<file path="config.mk">
export PLATFORM = sky130hd
export DESIGN_NAME = adcop_top
export DESIGN_NICKNAME = d
export VERILOG_FILES = /design/src/hdl/adcop_pkg.sv /design/src/hdl/adcop_top.sv /design/src/hdl/adcop_fifo.sv
export SDC_FILE = /design/constraint.sdc
export NUM_CORES = 1
export LEC_CHECK = 0
export ABC_CLOCK_PERIOD_IN_PS = 4500
export BUFFER_PORTS_ARGS = -buffer_cell sky130_fd_sc_hd__buf_2
export CAP_MARGIN = 20
export CORE_MARGIN = 1
export CORE_UTILIZATION = 50
export CTS_CLUSTER_DIAMETER = 150
export CTS_CLUSTER_SIZE = 40
export DETAILED_ROUTE_END_ITERATION = 10
export PLACE_DENSITY = 0.69
export SLEW_MARGIN = 20
export SYNTH_ARGS = -nofsm -noshare
export SYNTH_HDL_FRONTEND = slang
export SYNTH_SLANG_ARGS = --single-unit
</file>
<file path="constraint.sdc">
create_clock -name pclk -period 4.5 [get_ports pclk]
set_input_delay 0.225 -clock pclk [delete_from_list [all_inputs] [get_ports pclk]]
set_output_delay 0.225 -clock pclk [all_outputs]
set_load 0.02 [all_outputs]
</file>
<file path="src/hdl/adcop_pkg.sv">
// Package: constants, register map and types of the converter output and power-mode block
package adcop_pkg;
	// ==========================================================
	// Clock and timing
	// ==========================================================
	localparam int PCLK_PERIOD_NS = 20; // System clock period
	localparam int SLOW_LIMIT_NS = 500; // Longest sampling period at 2 MSPS
	// Cycles without a sampling edge before the clock counts as slow (rounded up)
	localparam int SLOW_LIMIT_CYC = (SLOW_LIMIT_NS + PCLK_PERIOD_NS - 1) / PCLK_PERIOD_NS;
	localparam int SLOW_CNT_W = 8; // Width of the slow-clock counter
	localparam logic [7:0] SLOW_LIMIT = SLOW_LIMIT_CYC[7:0];
	localparam int LATENCY_HALF = 35; // Sample to output latency in half input cycles
	// Falling-edge stages so that the output rising edge lands 17.5 cycles later
	localparam int PIPE_STAGES = (LATENCY_HALF - 1) / 2 + 1;

	// ==========================================================
	// Data layout
	// ==========================================================
	localparam int WORD_W = 12; // Output word width
	localparam int FIFO_W = WORD_W + 1; // Out-of-range flag above the word
	localparam int FIFO_DEPTH = 16; // Capture buffer depth
	localparam logic [11:0] SOB_POS_FS = 12'hFFF; // Offset binary positive limit
	localparam logic [11:0] SOB_NEG_FS = 12'h000; // Offset binary negative limit
	localparam logic [11:0] TWC_POS_FS = 12'h7FF; // Two's complement positive limit
	localparam logic [11:0] TWC_NEG_FS = 12'h800; // Two's complement negative limit

	// ==========================================================
	// Register map (byte addresses)
	// ==========================================================
	localparam int ADDR_W = 8;
	localparam logic [7:0] CTRL_OFS = 8'h00; // Control register
	localparam logic [7:0] STATUS_OFS = 8'h04; // Status register
	localparam logic [7:0] CAPTURE_OFS = 8'h08; // Capture buffer head, read pops
	localparam int CTRL_PDN_BIT = 0; // power_down_bit
	localparam int CTRL_BYPASS_BIT = 1; // Loop bypass select
	localparam logic [1:0] CTRL_RESET = 2'h0; // Loop on, powered up
	localparam int ST_PDOWN_BIT = 0; // Block is powered down
	localparam int ST_SLOW_BIT = 1; // Sampling clock missing or slow
	localparam int ST_MODE_LSB = 2; // Decoded format mode, two bits
	localparam int ST_OVFL_BIT = 4; // Capture overflow, write one to clear
	localparam int ST_EMPTY_BIT = 5; // Capture buffer empty
	localparam int ST_BYPASS_BIT = 6; // Loop bypass in effect
	localparam int CAP_VALID_BIT = 16; // Capture read held a word

	// ==========================================================
	// Types
	// ==========================================================
	// Format modes: coding and latching edge of the data-ready clock
	typedef enum logic [1:0] {
		ADCOP_SOB_RISE,
		ADCOP_SOB_FALL,
		ADCOP_TWC_RISE,
		ADCOP_TWC_FALL
	} adcop_mode_t;
endpackage

</file>
<file path="src/hdl/adcop_top.sv">
// Converter digital side: sampling pipeline, output coding, output enables, power-down and APB registers
//
// The address map and the APB register port are this design's own decisions.
module adcop_top (
	input wire logic pclk,
	input wire logic presetn,
	// APB slave
	input wire logic psel,
	input wire logic penable,
	input wire logic pwrite,
	input wire logic [7:0] paddr,
	input wire logic [31:0] pwdata,
	output logic [31:0] prdata,
	output logic pready,
	output logic pslverr,
	// Converter pins
	input wire logic sample_clock, // External sampling clock
	input wire logic [11:0] adc_code, // Quantised input, offset binary
	input wire logic over_pos, // Positive overdrive
	input wire logic over_neg, // Negative overdrive
	input wire logic [1:0] format_select_pin, // Decoded format-select level
	input wire logic output_enable, // Active high
	input wire logic reset_pulse, // Active high converter reset
	output logic [11:0] data_word, // Bit 11 is data_msb, bit 0 data_lsb
	output logic data_oe,
	output logic out_of_range_flag,
	output logic out_of_range_oe,
	output logic data_ready_clock,
	output logic data_ready_oe,
	output logic reference_on // Internal reference running
);
	// ==========================================================
	// Declarations
	// ==========================================================
	localparam int NSYNC = 19; // clock, code, two overdrives, format, enable, reset
	logic [NSYNC-1:0] sync1, sync2; // Pin synchronisers
	logic sclk_s, sclk_d; // Synchronised sampling clock and its delay
	logic [11:0] code_s;
	logic pos_s, neg_s, oe_s, rst_s;
	logic [1:0] fmt_s;
	logic fall_edge, rise_edge;
	logic [7:0] slow_cnt, next_slow_cnt; // Cycles since last falling edge
	logic clock_slow, next_clock_slow;
	logic [1:0] ctrl, next_ctrl; // Power-down and bypass bits
	logic ovfl, next_ovfl; // Capture overflow sticky
	logic powered_down;
	adcop_pkg::adcop_mode_t mode;
	logic [13:0] stage [adcop_pkg::PIPE_STAGES]; // {pos, neg, code} per stage
	logic [13:0] next_stage [adcop_pkg::PIPE_STAGES];
	logic [11:0] next_data_word;
	logic next_ovr;
	logic drc_raw, drc_d, next_drc_d; // Data-ready clock before and after bypass delay
	logic next_data_ready_clock;
	logic fifo_in_ready, fifo_out_valid, fifo_pop;
	logic [adcop_pkg::FIFO_W-1:0] fifo_out_data;
	logic push;
	logic apb_wr, apb_rd;
	logic rd_first, rd_wait, next_rd_wait; // First cycle of a read access, and read answer due
	logic [31:0] next_prdata;

	// Format decoding used for both coding and clock polarity
	function automatic logic is_twc(input adcop_pkg::adcop_mode_t m);
		is_twc = (m == adcop_pkg::ADCOP_TWC_RISE) || (m == adcop_pkg::ADCOP_TWC_FALL);
	endfunction

	function automatic logic is_rise(input adcop_pkg::adcop_mode_t m);
		is_rise = (m == adcop_pkg::ADCOP_SOB_RISE) || (m == adcop_pkg::ADCOP_TWC_RISE);
	endfunction

	// ==========================================================
	// Pin synchronisers
	// ==========================================================
	// Code and clock use the same two stages so they stay aligned to each other
	always_ff @(posedge pclk or negedge presetn) begin
		if (!presetn) begin
			sync1 <= '0;
			sync2 <= '0;
			sclk_d <= 1'b0;
		end else begin
			sync1 <= {sample_clock, adc_code, over_pos, over_neg, format_select_pin, output_enable, reset_pulse};
			sync2 <= sync1;
			sclk_d <= sclk_s;
		end
	end
	assign sclk_s = sync2[18];
	assign code_s = sync2[17:6];
	assign pos_s = sync2[5];
	assign neg_s = sync2[4];
	assign fmt_s = sync2[3:2];
	assign oe_s = sync2[1];
	assign rst_s = sync2[0];
	assign fall_edge = sclk_d && !sclk_s;
	assign rise_edge = !sclk_d && sclk_s;
	assign mode = adcop_pkg::adcop_mode_t'(fmt_s);

	// ==========================================================
	// Slow or missing clock detector
	// ==========================================================
	// Counter saturates, so a stopped clock holds the block down indefinitely
	always_comb begin
		next_slow_cnt = slow_cnt;
		next_clock_slow = clock_slow;
		if (fall_edge) begin
			next_slow_cnt = '0;
			next_clock_slow = 1'b0;
		end else if (slow_cnt >= adcop_pkg::SLOW_LIMIT) begin
			next_clock_slow = 1'b1;
		end else begin
			next_slow_cnt = slow_cnt + 1'b1;
		end
	end

	always_ff @(posedge pclk or negedge presetn) begin
		if (!presetn) begin
			slow_cnt <= '0;
			clock_slow <= 1'b1;
		end else begin
			slow_cnt <= next_slow_cnt;
			clock_slow <= next_clock_slow;
		end
	end

	// Either the register bit or the clock detector powers the block down
	assign powered_down = ctrl[adcop_pkg::CTRL_PDN_BIT] || clock_slow;
	assign reference_on = 1'b1;

	// ==========================================================
	// Sampling pipeline
	// ==========================================================
	// One stage per falling edge; the output stage takes the last on a rising edge
	generate
		for (genvar i = 0; i < adcop_pkg::PIPE_STAGES; i++) begin : g_pipe
			localparam int PREV = (i == 0) ? 0 : i - 1; // Keeps the stage index in range at the first stage
			always_comb begin
				next_stage[i] = stage[i];
				if (rst_s) begin
					next_stage[i] = '0;
				end else if (fall_edge) begin
					next_stage[i] = (i == 0) ? {pos_s, neg_s, code_s} : stage[PREV];
				end
			end

			always_ff @(posedge pclk or negedge presetn) begin
				if (!presetn) begin
					stage[i] <= '0;
				end else begin
					stage[i] <= next_stage[i];
				end
			end
		end
	endgenerate

	// ==========================================================
	// Output coding and data-ready clock
	// ==========================================================
	// Coding applies at the output so a format change takes effect on the next word
	always_comb begin
		logic [13:0] last;
		last = stage[adcop_pkg::PIPE_STAGES-1];
		next_data_word = data_word;
		next_ovr = out_of_range_flag;
		if (rst_s) begin
			next_data_word = '0;
			next_ovr = 1'b0;
		end else if (rise_edge) begin
			// One update per input cycle
			if (last[13]) begin
				next_data_word = is_twc(mode) ? adcop_pkg::TWC_POS_FS : adcop_pkg::SOB_POS_FS;
			end else if (last[12]) begin
				next_data_word = is_twc(mode) ? adcop_pkg::TWC_NEG_FS : adcop_pkg::SOB_NEG_FS;
			end else if (is_twc(mode)) begin
				next_data_word = {~last[11], last[10:0]};
			end else begin
				next_data_word = last[11:0];
			end
			if (is_twc(mode)) begin
				next_ovr = (next_data_word == adcop_pkg::TWC_POS_FS) || (next_data_word == adcop_pkg::TWC_NEG_FS);
			end else begin
				next_ovr = (next_data_word == adcop_pkg::SOB_POS_FS) || (next_data_word == adcop_pkg::SOB_NEG_FS);
			end
		end
	end

	// Rising latch: clock rises mid-word; falling latch: clock falls mid-word
	assign drc_raw = is_rise(mode) ? !sclk_s : sclk_s;
	always_comb begin
		next_drc_d = drc_raw;
		// Bypass adds one stage, standing in for the longer unlocked clock delay
		next_data_ready_clock = ctrl[adcop_pkg::CTRL_BYPASS_BIT] ? drc_d : drc_raw;
		if (rst_s) begin
			next_data_ready_clock = 1'b0;
		end
	end

	always_ff @(posedge pclk or negedge presetn) begin
		if (!presetn) begin
			data_word <= '0;
			out_of_range_flag <= 1'b0;
			drc_d <= 1'b0;
			data_ready_clock <= 1'b0;
		end else begin
			data_word <= next_data_word;
			out_of_range_flag <= next_ovr;
			drc_d <= next_drc_d;
			data_ready_clock <= next_data_ready_clock;
		end
	end

	// Outputs float while disabled or powered down
	assign data_oe = oe_s && !powered_down;
	assign out_of_range_oe = oe_s && !powered_down;
	assign data_ready_oe = oe_s && !powered_down;

	// ==========================================================
	// Capture buffer
	// ==========================================================
	// A full buffer drops the word and flags it; the pins are never held back
	assign push = rise_edge && !powered_down && !rst_s;
	assign fifo_pop = rd_first && (paddr == adcop_pkg::CAPTURE_OFS);

	adcop_fifo #(
		.WIDTH(adcop_pkg::FIFO_W),
		.DEPTH(adcop_pkg::FIFO_DEPTH)
	) u_fifo (
		.pclk(pclk),
		.presetn(presetn),
		.clear(rst_s),
		.in_valid(push),
		.in_ready(fifo_in_ready),
		.in_data({next_ovr, next_data_word}),
		.out_valid(fifo_out_valid),
		.out_ready(fifo_pop),
		.out_data(fifo_out_data)
	);

	// ==========================================================
	// APB register file
	// ==========================================================
	// Writes answer at once; reads take one wait state so prdata is a settled flop when pready rises
	assign apb_wr = psel && penable && pwrite;
	assign apb_rd = psel && penable && !pwrite;
	assign rd_first = apb_rd && !rd_wait; // Only this cycle loads prdata and pops, never twice per read
	assign pready = pwrite || rd_wait;
	assign pslverr = psel && penable && (paddr != adcop_pkg::CTRL_OFS) && (paddr != adcop_pkg::STATUS_OFS)
		&& (paddr != adcop_pkg::CAPTURE_OFS);

	always_comb begin
		next_ctrl = ctrl;
		next_ovfl = ovfl;
		next_prdata = prdata;
		next_rd_wait = rd_first;
		if (apb_wr && paddr == adcop_pkg::CTRL_OFS) begin
			next_ctrl = pwdata[1:0];
		end
		if (apb_wr && paddr == adcop_pkg::STATUS_OFS && pwdata[adcop_pkg::ST_OVFL_BIT]) begin
			next_ovfl = 1'b0;
		end
		// Set after clear so an overflow in the clearing cycle survives
		if (push && !fifo_in_ready) begin
			next_ovfl = 1'b1;
		end
		if (rst_s) begin
			next_ctrl = adcop_pkg::CTRL_RESET;
			next_ovfl = 1'b0;
		end
		if (rd_first) begin
			next_prdata = '0;
			case (paddr)
				adcop_pkg::CTRL_OFS: begin
					next_prdata[1:0] = ctrl;
				end
				adcop_pkg::STATUS_OFS: begin
					next_prdata[adcop_pkg::ST_PDOWN_BIT] = powered_down;
					next_prdata[adcop_pkg::ST_SLOW_BIT] = clock_slow;
					next_prdata[adcop_pkg::ST_MODE_LSB +: 2] = fmt_s;
					next_prdata[adcop_pkg::ST_OVFL_BIT] = ovfl;
					next_prdata[adcop_pkg::ST_EMPTY_BIT] = !fifo_out_valid;
					next_prdata[adcop_pkg::ST_BYPASS_BIT] = ctrl[adcop_pkg::CTRL_BYPASS_BIT];
				end
				adcop_pkg::CAPTURE_OFS: begin
					next_prdata[adcop_pkg::CAP_VALID_BIT] = fifo_out_valid;
					next_prdata[adcop_pkg::FIFO_W-1:0] = fifo_out_valid ? fifo_out_data : '0;
				end
				default: begin
					next_prdata = '0; // Unmapped reads as zero with an error
				end
			endcase
		end
	end

	always_ff @(posedge pclk or negedge presetn) begin
		if (!presetn) begin
			ctrl <= adcop_pkg::CTRL_RESET;
			ovfl <= 1'b0;
			prdata <= '0;
			rd_wait <= 1'b0;
		end else begin
			ctrl <= next_ctrl;
			ovfl <= next_ovfl;
			prdata <= next_prdata;
			rd_wait <= next_rd_wait;
		end
	end
endmodule

</file>
<file path="src/hdl/adcop_fifo.sv">
// Capture buffer: parameterised FIFO with a registered head word
module adcop_fifo #(
	parameter int WIDTH = 13,
	parameter int DEPTH = 16
) (
	input wire logic pclk,
	input wire logic presetn,
	input wire logic clear, // Synchronous flush
	input wire logic in_valid,
	output logic in_ready,
	input wire logic [WIDTH-1:0] in_data,
	output logic out_valid,
	input wire logic out_ready,
	output logic [WIDTH-1:0] out_data
);
	// ==========================================================
	// Storage behind the head register
	// ==========================================================
	localparam int PW = $clog2(DEPTH);
	logic [WIDTH-1:0] mem [DEPTH-1]; // Words behind the head
	logic [PW-1:0] wptr, next_wptr;
	logic [PW-1:0] rptr, next_rptr;
	logic [PW:0] count, next_count; // Words held in mem
	logic head_v, next_head_v; // Head register holds a word
	logic [WIDTH-1:0] next_out_data;
	logic push, pop, mem_wr, mem_rd;

	// Full counts the head too, so DEPTH words fit in all
	assign in_ready = !(head_v && (count == PW'(DEPTH - 1) + (PW+1)'(0)));
	assign out_valid = head_v;
	assign push = in_valid && in_ready;
	assign pop = head_v && out_ready;

	// Next state: head refills from mem first, bypass only when mem is empty
	always_comb begin
		next_wptr = wptr;
		next_rptr = rptr;
		next_count = count;
		next_head_v = head_v;
		next_out_data = out_data;
		mem_rd = 1'b0;
		mem_wr = 1'b0;
		if (!head_v || pop) begin
			if (count != '0) begin
				// Refill head from storage
				mem_rd = 1'b1;
				next_out_data = mem[rptr];
				next_head_v = 1'b1;
				next_rptr = (rptr == PW'(DEPTH - 2)) ? '0 : rptr + 1'b1;
			end else if (push) begin
				// Empty: incoming word goes straight to the head
				next_out_data = in_data;
				next_head_v = 1'b1;
			end else begin
				next_head_v = 1'b0;
			end
		end
		if (push && (head_v && !pop || count != '0)) begin
			mem_wr = 1'b1;
			next_wptr = (wptr == PW'(DEPTH - 2)) ? '0 : wptr + 1'b1;
		end
		next_count = count + (mem_wr ? 1'b1 : 1'b0) - (mem_rd ? 1'b1 : 1'b0);
		if (clear) begin
			next_wptr = '0;
			next_rptr = '0;
			next_count = '0;
			next_head_v = 1'b0;
		end
	end

	// State registers
	always_ff @(posedge pclk or negedge presetn) begin
		if (!presetn) begin
			wptr <= '0;
			rptr <= '0;
			count <= '0;
			head_v <= 1'b0;
			out_data <= '0;
		end else begin
			wptr <= next_wptr;
			rptr <= next_rptr;
			count <= next_count;
			head_v <= next_head_v;
			out_data <= next_out_data;
		end
	end

	// Storage array has no reset; only written words are ever read
	always_ff @(posedge pclk) begin
		if (mem_wr && !clear) begin
			mem[wptr] <= in_data;
		end
	end
endmodule

</file>
Word-level counts from Yosys, hierarchy flattened

Memories as Yosys holds them, arrays and structs flattened.
Index checks and enable logic that the tools add are counted.

Memories kept: 1
RAM bits: 195
Register bits after elaboration: 360
Input port bits: 64

Memory list:

| memory     | depth | bits a word | rd ports | clocked after memory_dff | wr ports | line             | source |
|---|---|---|---|---|---|---|---|
| u_fifo.mem | 15    | 13          | 1        | 0                        | 1        | adcop_fifo.sv:20 | `logic [WIDTH-1:0] mem [DEPTH-1];` |

Reduce and logical (&&, ||, !) cells: 55
Multiplexer cells: 86
Bitwise operators: 1
Add/subtract/negate cells: 5
Order comparisons: 1
Eq/ne operators: 13

Operator list:

| cell                                                                     | count |
|---|---|
| 14-bit 2-to-1 mux                                                        | 36 |
| 12-bit 2-to-1 mux                                                        | 9 |
| 13-bit 2-to-1 mux                                                        | 3 |
| 4-bit 2-to-1 mux                                                         | 7 |
| 12-bit == test (second input constant)                                   | 2 |
| 1-bit logical AND                                                        | 23 |
| 1-bit 2-to-1 mux                                                         | 23 |
| 8-bit 2-to-1 mux                                                         | 2 |
| 2-bit nonzero test                                                       | 7 |
| 12-bit by 11-bit == test with 1-bit output (second input constant)       | 1 |
| 12-bit zero test                                                         | 1 |
| 5-bit one-hot mux with 2 select lines                                    | 1 |
| 1-bit zero test                                                          | 9 |
| 4-bit by 1-bit adder with 4-bit output (second input constant)           | 2 |
| 8-bit by 1-bit adder with 8-bit output (second input constant)           | 1 |
| 4-bit == test (second input constant)                                    | 2 |
| 8-bit by 3-bit == test with 1-bit output (second input constant)         | 1 |
| 8-bit by 4-bit == test with 1-bit output (second input constant)         | 1 |
| 8-bit by 5-bit >= comparator with 1-bit output (second input constant)   | 1 |
| 8-bit zero test                                                          | 1 |
| 1-bit logical OR                                                         | 8 |
| 8-bit by 3-bit inequality test with 1-bit output (second input constant) | 1 |
| 8-bit by 4-bit inequality test with 1-bit output (second input constant) | 1 |
| 8-bit nonzero test                                                       | 1 |
| 14 further kinds                                                         | 17 |

Depth between registers and ports, before layout

Word-level depth: 14
Depth in mapped cells: 15
Gate-level depth less buffers: 15

Cells and area by module

Synthesis repeated with hierarchy kept, for this count alone.

Cells, all modules: 1911
Area, all modules: 22187.5 µm²

By module, submodules not included:

| module     | area an instance (µm²) | cells an instance | seq. area each (µm²) | times used |
|---|---|---|---|---|
| adcop_top  | 12978.7                | 1364              | 8334.2               | 1 |
| adcop_fifo | 9208.8                 | 547               | 6531.3               | 1 |

Worst setup path after synthesis

Ideal clock, no wire load.

Path kind: register -> register
From: register sclk_d
To: memory u_fifo.mem[3][0], enable pin
Data arrival time: 2717 ps
Setup time: 417 ps
Data required time: 4083 ps
Path slack: 1366 ps
Cell stages (with the launch flop): 5
Cells stage by stage: dfrtp_1 -> or4b_4 -> a211oi_4 -> o21ai_2 -> nor4_1

Word-level cells in the longest chain between the ends: 10

RTL lines:

| what                                   | line             | source |
|---|---|---|
| from (decl)                            | adcop_top.sv:37  | `logic sclk_s, sclk_d;` |
| from (signal assigned)                 | adcop_top.sv:82  | `sclk_d <= sclk_s;` |
| 1-bit zero test                        | adcop_top.sv:93  | `assign rise_edge = !sclk_d && sclk_s;` |
| 1-bit logical AND                      | adcop_top.sv:93  |  |
| 1-bit logical AND (2 in a row)         | adcop_top.sv:218 | `assign push = rise_edge && !powered_down && !rst_s;` |
| 1-bit logical AND                      | adcop_fifo.sv:31 | `assign push = in_valid && in_ready;` |
| 1-bit logical AND                      | adcop_fifo.sv:58 | `if (push && (head_v && !pop \|\| count != '0)) begin` |
| 1-bit 2-to-1 mux                       | adcop_fifo.sv:58 |  |
| 1-bit logical AND                      | adcop_fifo.sv:90 | `if (mem_wr && !clear) begin` |
| 1-bit 2-to-1 mux                       | adcop_fifo.sv:90 |  |
| 1-bit 2-to-1 mux (implied by the code) | adcop_fifo.sv:91 | `mem[wptr] <= in_data;` |
| to (decl)                              | adcop_fifo.sv:20 |  |

Every way passes these cells.

Worst setup path after layout

From: register u_fifo.count[2]
To: register u_fifo.count[4]

Word-level cells in the longest chain between the ends: 10

RTL lines:

| what                                     | line             | source |
|---|---|---|
| from (decl)                              | adcop_fifo.sv:23 | `logic [PW:0] count, next_count;` |
| from (signal assigned)                   | adcop_fifo.sv:82 | `count <= next_count;` |
| 5-bit by 4-bit == test with 1-bit output | adcop_fifo.sv:29 | `assign in_ready = !(head_v && (count == PW'(DEPTH - 1) + (PW+1)'(0)));` |
| 1-bit logical AND                        | adcop_fifo.sv:29 |  |
| 1-bit zero test                          | adcop_fifo.sv:29 |  |
| 1-bit logical AND                        | adcop_fifo.sv:31 |  |
| 1-bit logical AND                        | adcop_fifo.sv:58 |  |
| 1-bit 2-to-1 mux                         | adcop_fifo.sv:58 |  |
| 1-bit 2-to-1 mux                         | adcop_fifo.sv:62 | `next_count = count + (mem_wr ? 1'b1 : 1'b0) - (mem_rd ? 1'b1 : 1'b0);` |
| 5-bit adder                              | adcop_fifo.sv:62 |  |
| 5-bit subtractor (*)                     | adcop_fifo.sv:62 |  |
| 5-bit 2-to-1 mux (*)                     | adcop_fifo.sv:63 | `if (clear) begin` |
| net u_fifo.next_count[4]                 | adcop_fifo.sv:23 |  |

The timed path passes the listed nets; every way through them passes the cells marked *.
A chain may end at the register's enable or synchronous reset.

==> results.py <==
metrics = {
    "placement": {
        "dp_hpwl_mm": 24.6,
        "numPortBuffers": 67,
        "dp.cells": 2453,
        "globalplace.congestion": 0.808,
    },
    "critical_path": {
        "crit_type": "flip-flop to flip-flop",
        "r2r_slack_ns": 1.0,
        "end_kind": "flip-flop",
        "cp_max_fo": 13,
        "worstPathRequired_ns": 4.98,
        "r2r_end": "u_fifo.count[4]",
        "arrival_ns": 3.98,
        "r2r-start": "u_fifo.count[2]",
        "rr_worst_depth": 15,
        "critPathLaunchType": "flip-flop",
    },
    "logic_synthesis": {
        "synth.top_cell.area_share_pct": 41.0,
        "async_flop_share_pct": 64.9,
        "synthMuxAreaShare_pct": 4.85,
        "ys_seq_area_share_pct": 67.9,
        "yosysTopAreaCell": "dfrtp_1",
        "synth-simple-area-share_pct": 12.9,
        "ys_top_cells_by_count": "nand2_1, dfrtp_1, a21oi_1, edfxtp_1, clkbuf_1",
        "ys.warnings.count": 0,
        "synthAdderAreaFrac_pct": 0.777,
        "synth_top_family_by_area": "simple AND/OR/NAND/NOR gates",
        "syn_inst": 1890,
        "synth-seq-cells": 555,
        "synth-edff-count": 195,
        "syn_area_um2": 21900,
        "synthFlopType": "dfrtp_1",
        "synth_cell_types": 67,
        "yosys.area_share.xor_xnor_pct": 0.280,
        "syn_avg_cell_area_um2": 11.6,
        "synth-compound-area-share_pct": 10.1,
        "yosysMostFrequentCell": "nand2_1",
        "synth.area.top_cells": "dfrtp_1, edfxtp_1, nand2_1",
    },
    "drt": {
        "wl_per_cell_um": 16.4,
        "ant_nets": 0,
        "totalWireLength_mm": 41.1,
        "vias": 13600,
        "drc": 0,
        "viasPerCell": 5.43,
        "dr.pass1.iters": 7,
        "drt-initial-drc-count": 1205,
    },
    "cts": {
        "cts_buffers": 17,
        "cts_max_path_buffers": 3,
        "cts_root_buf": "clkbuf_16",
        "clk_pin_slew_ns": 0.14,
        "cts_num_sinks": 555,
        "htreeDepth": 1,
        "cts_tree": "done",
        "cts_resized": 0,
        "clk_latency_ns": 0.55,
    },
    "floorplanning": {
        "start_util_pct": 50.7,
        "ios": 116,
        "num_rows": 76,
        "coreArea_um2": 43200,
        "fp.dieW_um": 211,
        "die_h_um": 211,
        "fp.dieArea_um2": 44600,
    },
    "cells_and_area": {
        "drive_above_1_share_pct": 9.49,
        "diodes": 0,
        "layout.nets": 1987,
        "area_delta_synth_final_pct": 7.46,
        "fin_cells": 2503,
    },
    "sta": {
        "skew_ns": 0.0137,
        "fin_crit_ns": 3.50,
        "slew_viol_final": 0,
        "fin_crit_sh_pct": 77.8,
        "fmax_mhz": 286,
        "hold_viol_final": 0,
        "rsz0062_at_grt": "false",
        "tns_ns": 0,
        "worst_pin_slew_ns": 1.08,
        "finalSetupViolCount": 0,
        "slew_headroom_pct": 28.2,
    },
    "job": {
        "drv_cap": 0,
    },
    "global_routing": {
        "grt_max_degree": 256,
        "grt_pass1_vias": 13200,
        "antenna_found_initial": 0,
        "grt_remaining_overflow": 0,
        "grt.total_usage_pct": 18.8,
        "grt_pass1_wl_mm": 67.9,
    },
    "min_path": {
        "min_to": "prdata[1]",
        "hp-class": "input pin to flip-flop",
        "hold_depth": 4,
        "min_from": "paddr[6]",
    },
    "run_status": {
        "status": "completed",
    },
    "power_and_ir_drop": {
        "leakage_uw": 0.00910,
        "power.density_nw_per_um2": 385,
        "peakVddDrop_uv": 299,
    },
}
-- metal layers --
metal  GRT usage [%]  up-vias  part of all wire (%)
met1            26.0     6877                    44
li1                -     6471                     -
met3            1.90       27                   4.0
met4            3.75        0                   1.8
met5               0        -                     0
met2            32.3      226                    50
-- power breakdown --
part / total [uW] / switching (uW) / leakage [uW] / internal [uW]
sequential: 5580 / 205 / 0.00668 / 5380
clock: 2120 / 1390 / 0.000220 / 727
combinational: 1370 / 796 / 0.00220 / 571
-- state kept, by name, indices dropped and copies added, names as in the netlist, 8 cells and up --
signal           cells
sync2               19
stage              252
u_fifo.out_data     13
prdata              14
sync1               19
data_word           12
slow_cnt             8
u_fifo.mem         195
-- worst max path at each step --
| stage | from | endpoint | slack [ns] | cells past startpoint |
|---|---|---|---|---|
| 2_1_floorplan | sclk_d | u_fifo.mem[3][0] | 1.37 | 4 |
| 3_3_place_gp | u_fifo.count[3] | u_fifo.count[4] | 1.05 | 15 |
| 3_5_place_dp | u_fifo.count[2] | u_fifo.count[4] | 1.03 | 15 |
| 4_1_cts | u_fifo.count[2] | u_fifo.count[4] | 0.99 | 15 |
| 5_1_grt | u_fifo.count[2] | u_fifo.count[4] | 0.74 | 15 |
| 6_report | u_fifo.count[2] | u_fifo.count[4] | 1.0 | 15 |
-- repair_timing --
action | 4_1_cts | 5_1_grt
setup buffers | 0 | 0
endpoints found under the hold margin | 111 | 0
hold buffers | 22 | 0
-- per-stage QoR --
stage | instance area, um2 | setup slack [ns] | hold WS, ns | power [uW] | utilization (%)
final | 23500 | 0.999 | 0.112 | 9060 | 54.5
after global routing | 23500 | 0.738 | 0.0969 | 9480 | 54.5
after CTS | 23500 | 0.993 | 0.0846 | 9170 | 54.4
after detailed placement | 22800 | 1.03 | 0.292 | 7040 | 52.9
after global placement | 22800 | 1.05 | 0.291 | 7010 | 52.9
after floorplan | 22000 | 1.37 | -0.0706 | 6590 | -
-- layout make-up --
class                   instances  area, um2
inverters                      15       56.3
clock inverters                 1       7.51
repair buffers                130        961
well taps                     585        732
fillers                      3724      19600
clock buffers                  26        459
flip-flops and latches        555      14900
multi-input cells            1191       6440
-- placed cells by master, fill, tap and decap left out, types with 22 or more instances in the layout --
cell	Yosys	layout
nand2_1	565	565
buf_4	23	34
nor2_1	48	47
edfxtp_1	195	195
o21ai_0	41	41
a21oi_1	271	271
mux4_2	31	31
buf_2	5	66
dfrtp_1	359	356
dlygate4sd3_1	0	22
mux2i_1	34	34
-- critical path, cell delays in order (launching register included) --
cell     delay, ns
dfrtp_1       0.43
inv_1         0.09
ha_1          0.17
or4b_1        0.74
nand2_1       0.36
inv_2         0.12
ha_1          0.29
inv_1         0.04
ha_1          0.19
inv_1         0.08
fa_1          0.21
inv_1         0.05
a21oi_1       0.13
nor2_1        0.06
or3_1         0.34
a21oi_1       0.14
-- kinds of logic (layout without fill, tap and decap cells) --
| family | count (synthesis) | after routing |
|---|---|---|
| mux | 67 | 67 |
| compound gates | 394 | 394 |
| simple gates | 691 | 691 |
| buf+inv | 161 | 172 |
| xor+xnor | 7 | 7 |
| fa+ha+maj | 13 | 13 |
| other cells | 2 | 19 |
| flops | 555 | 555 |
Power figures use the tool's default switching activity.
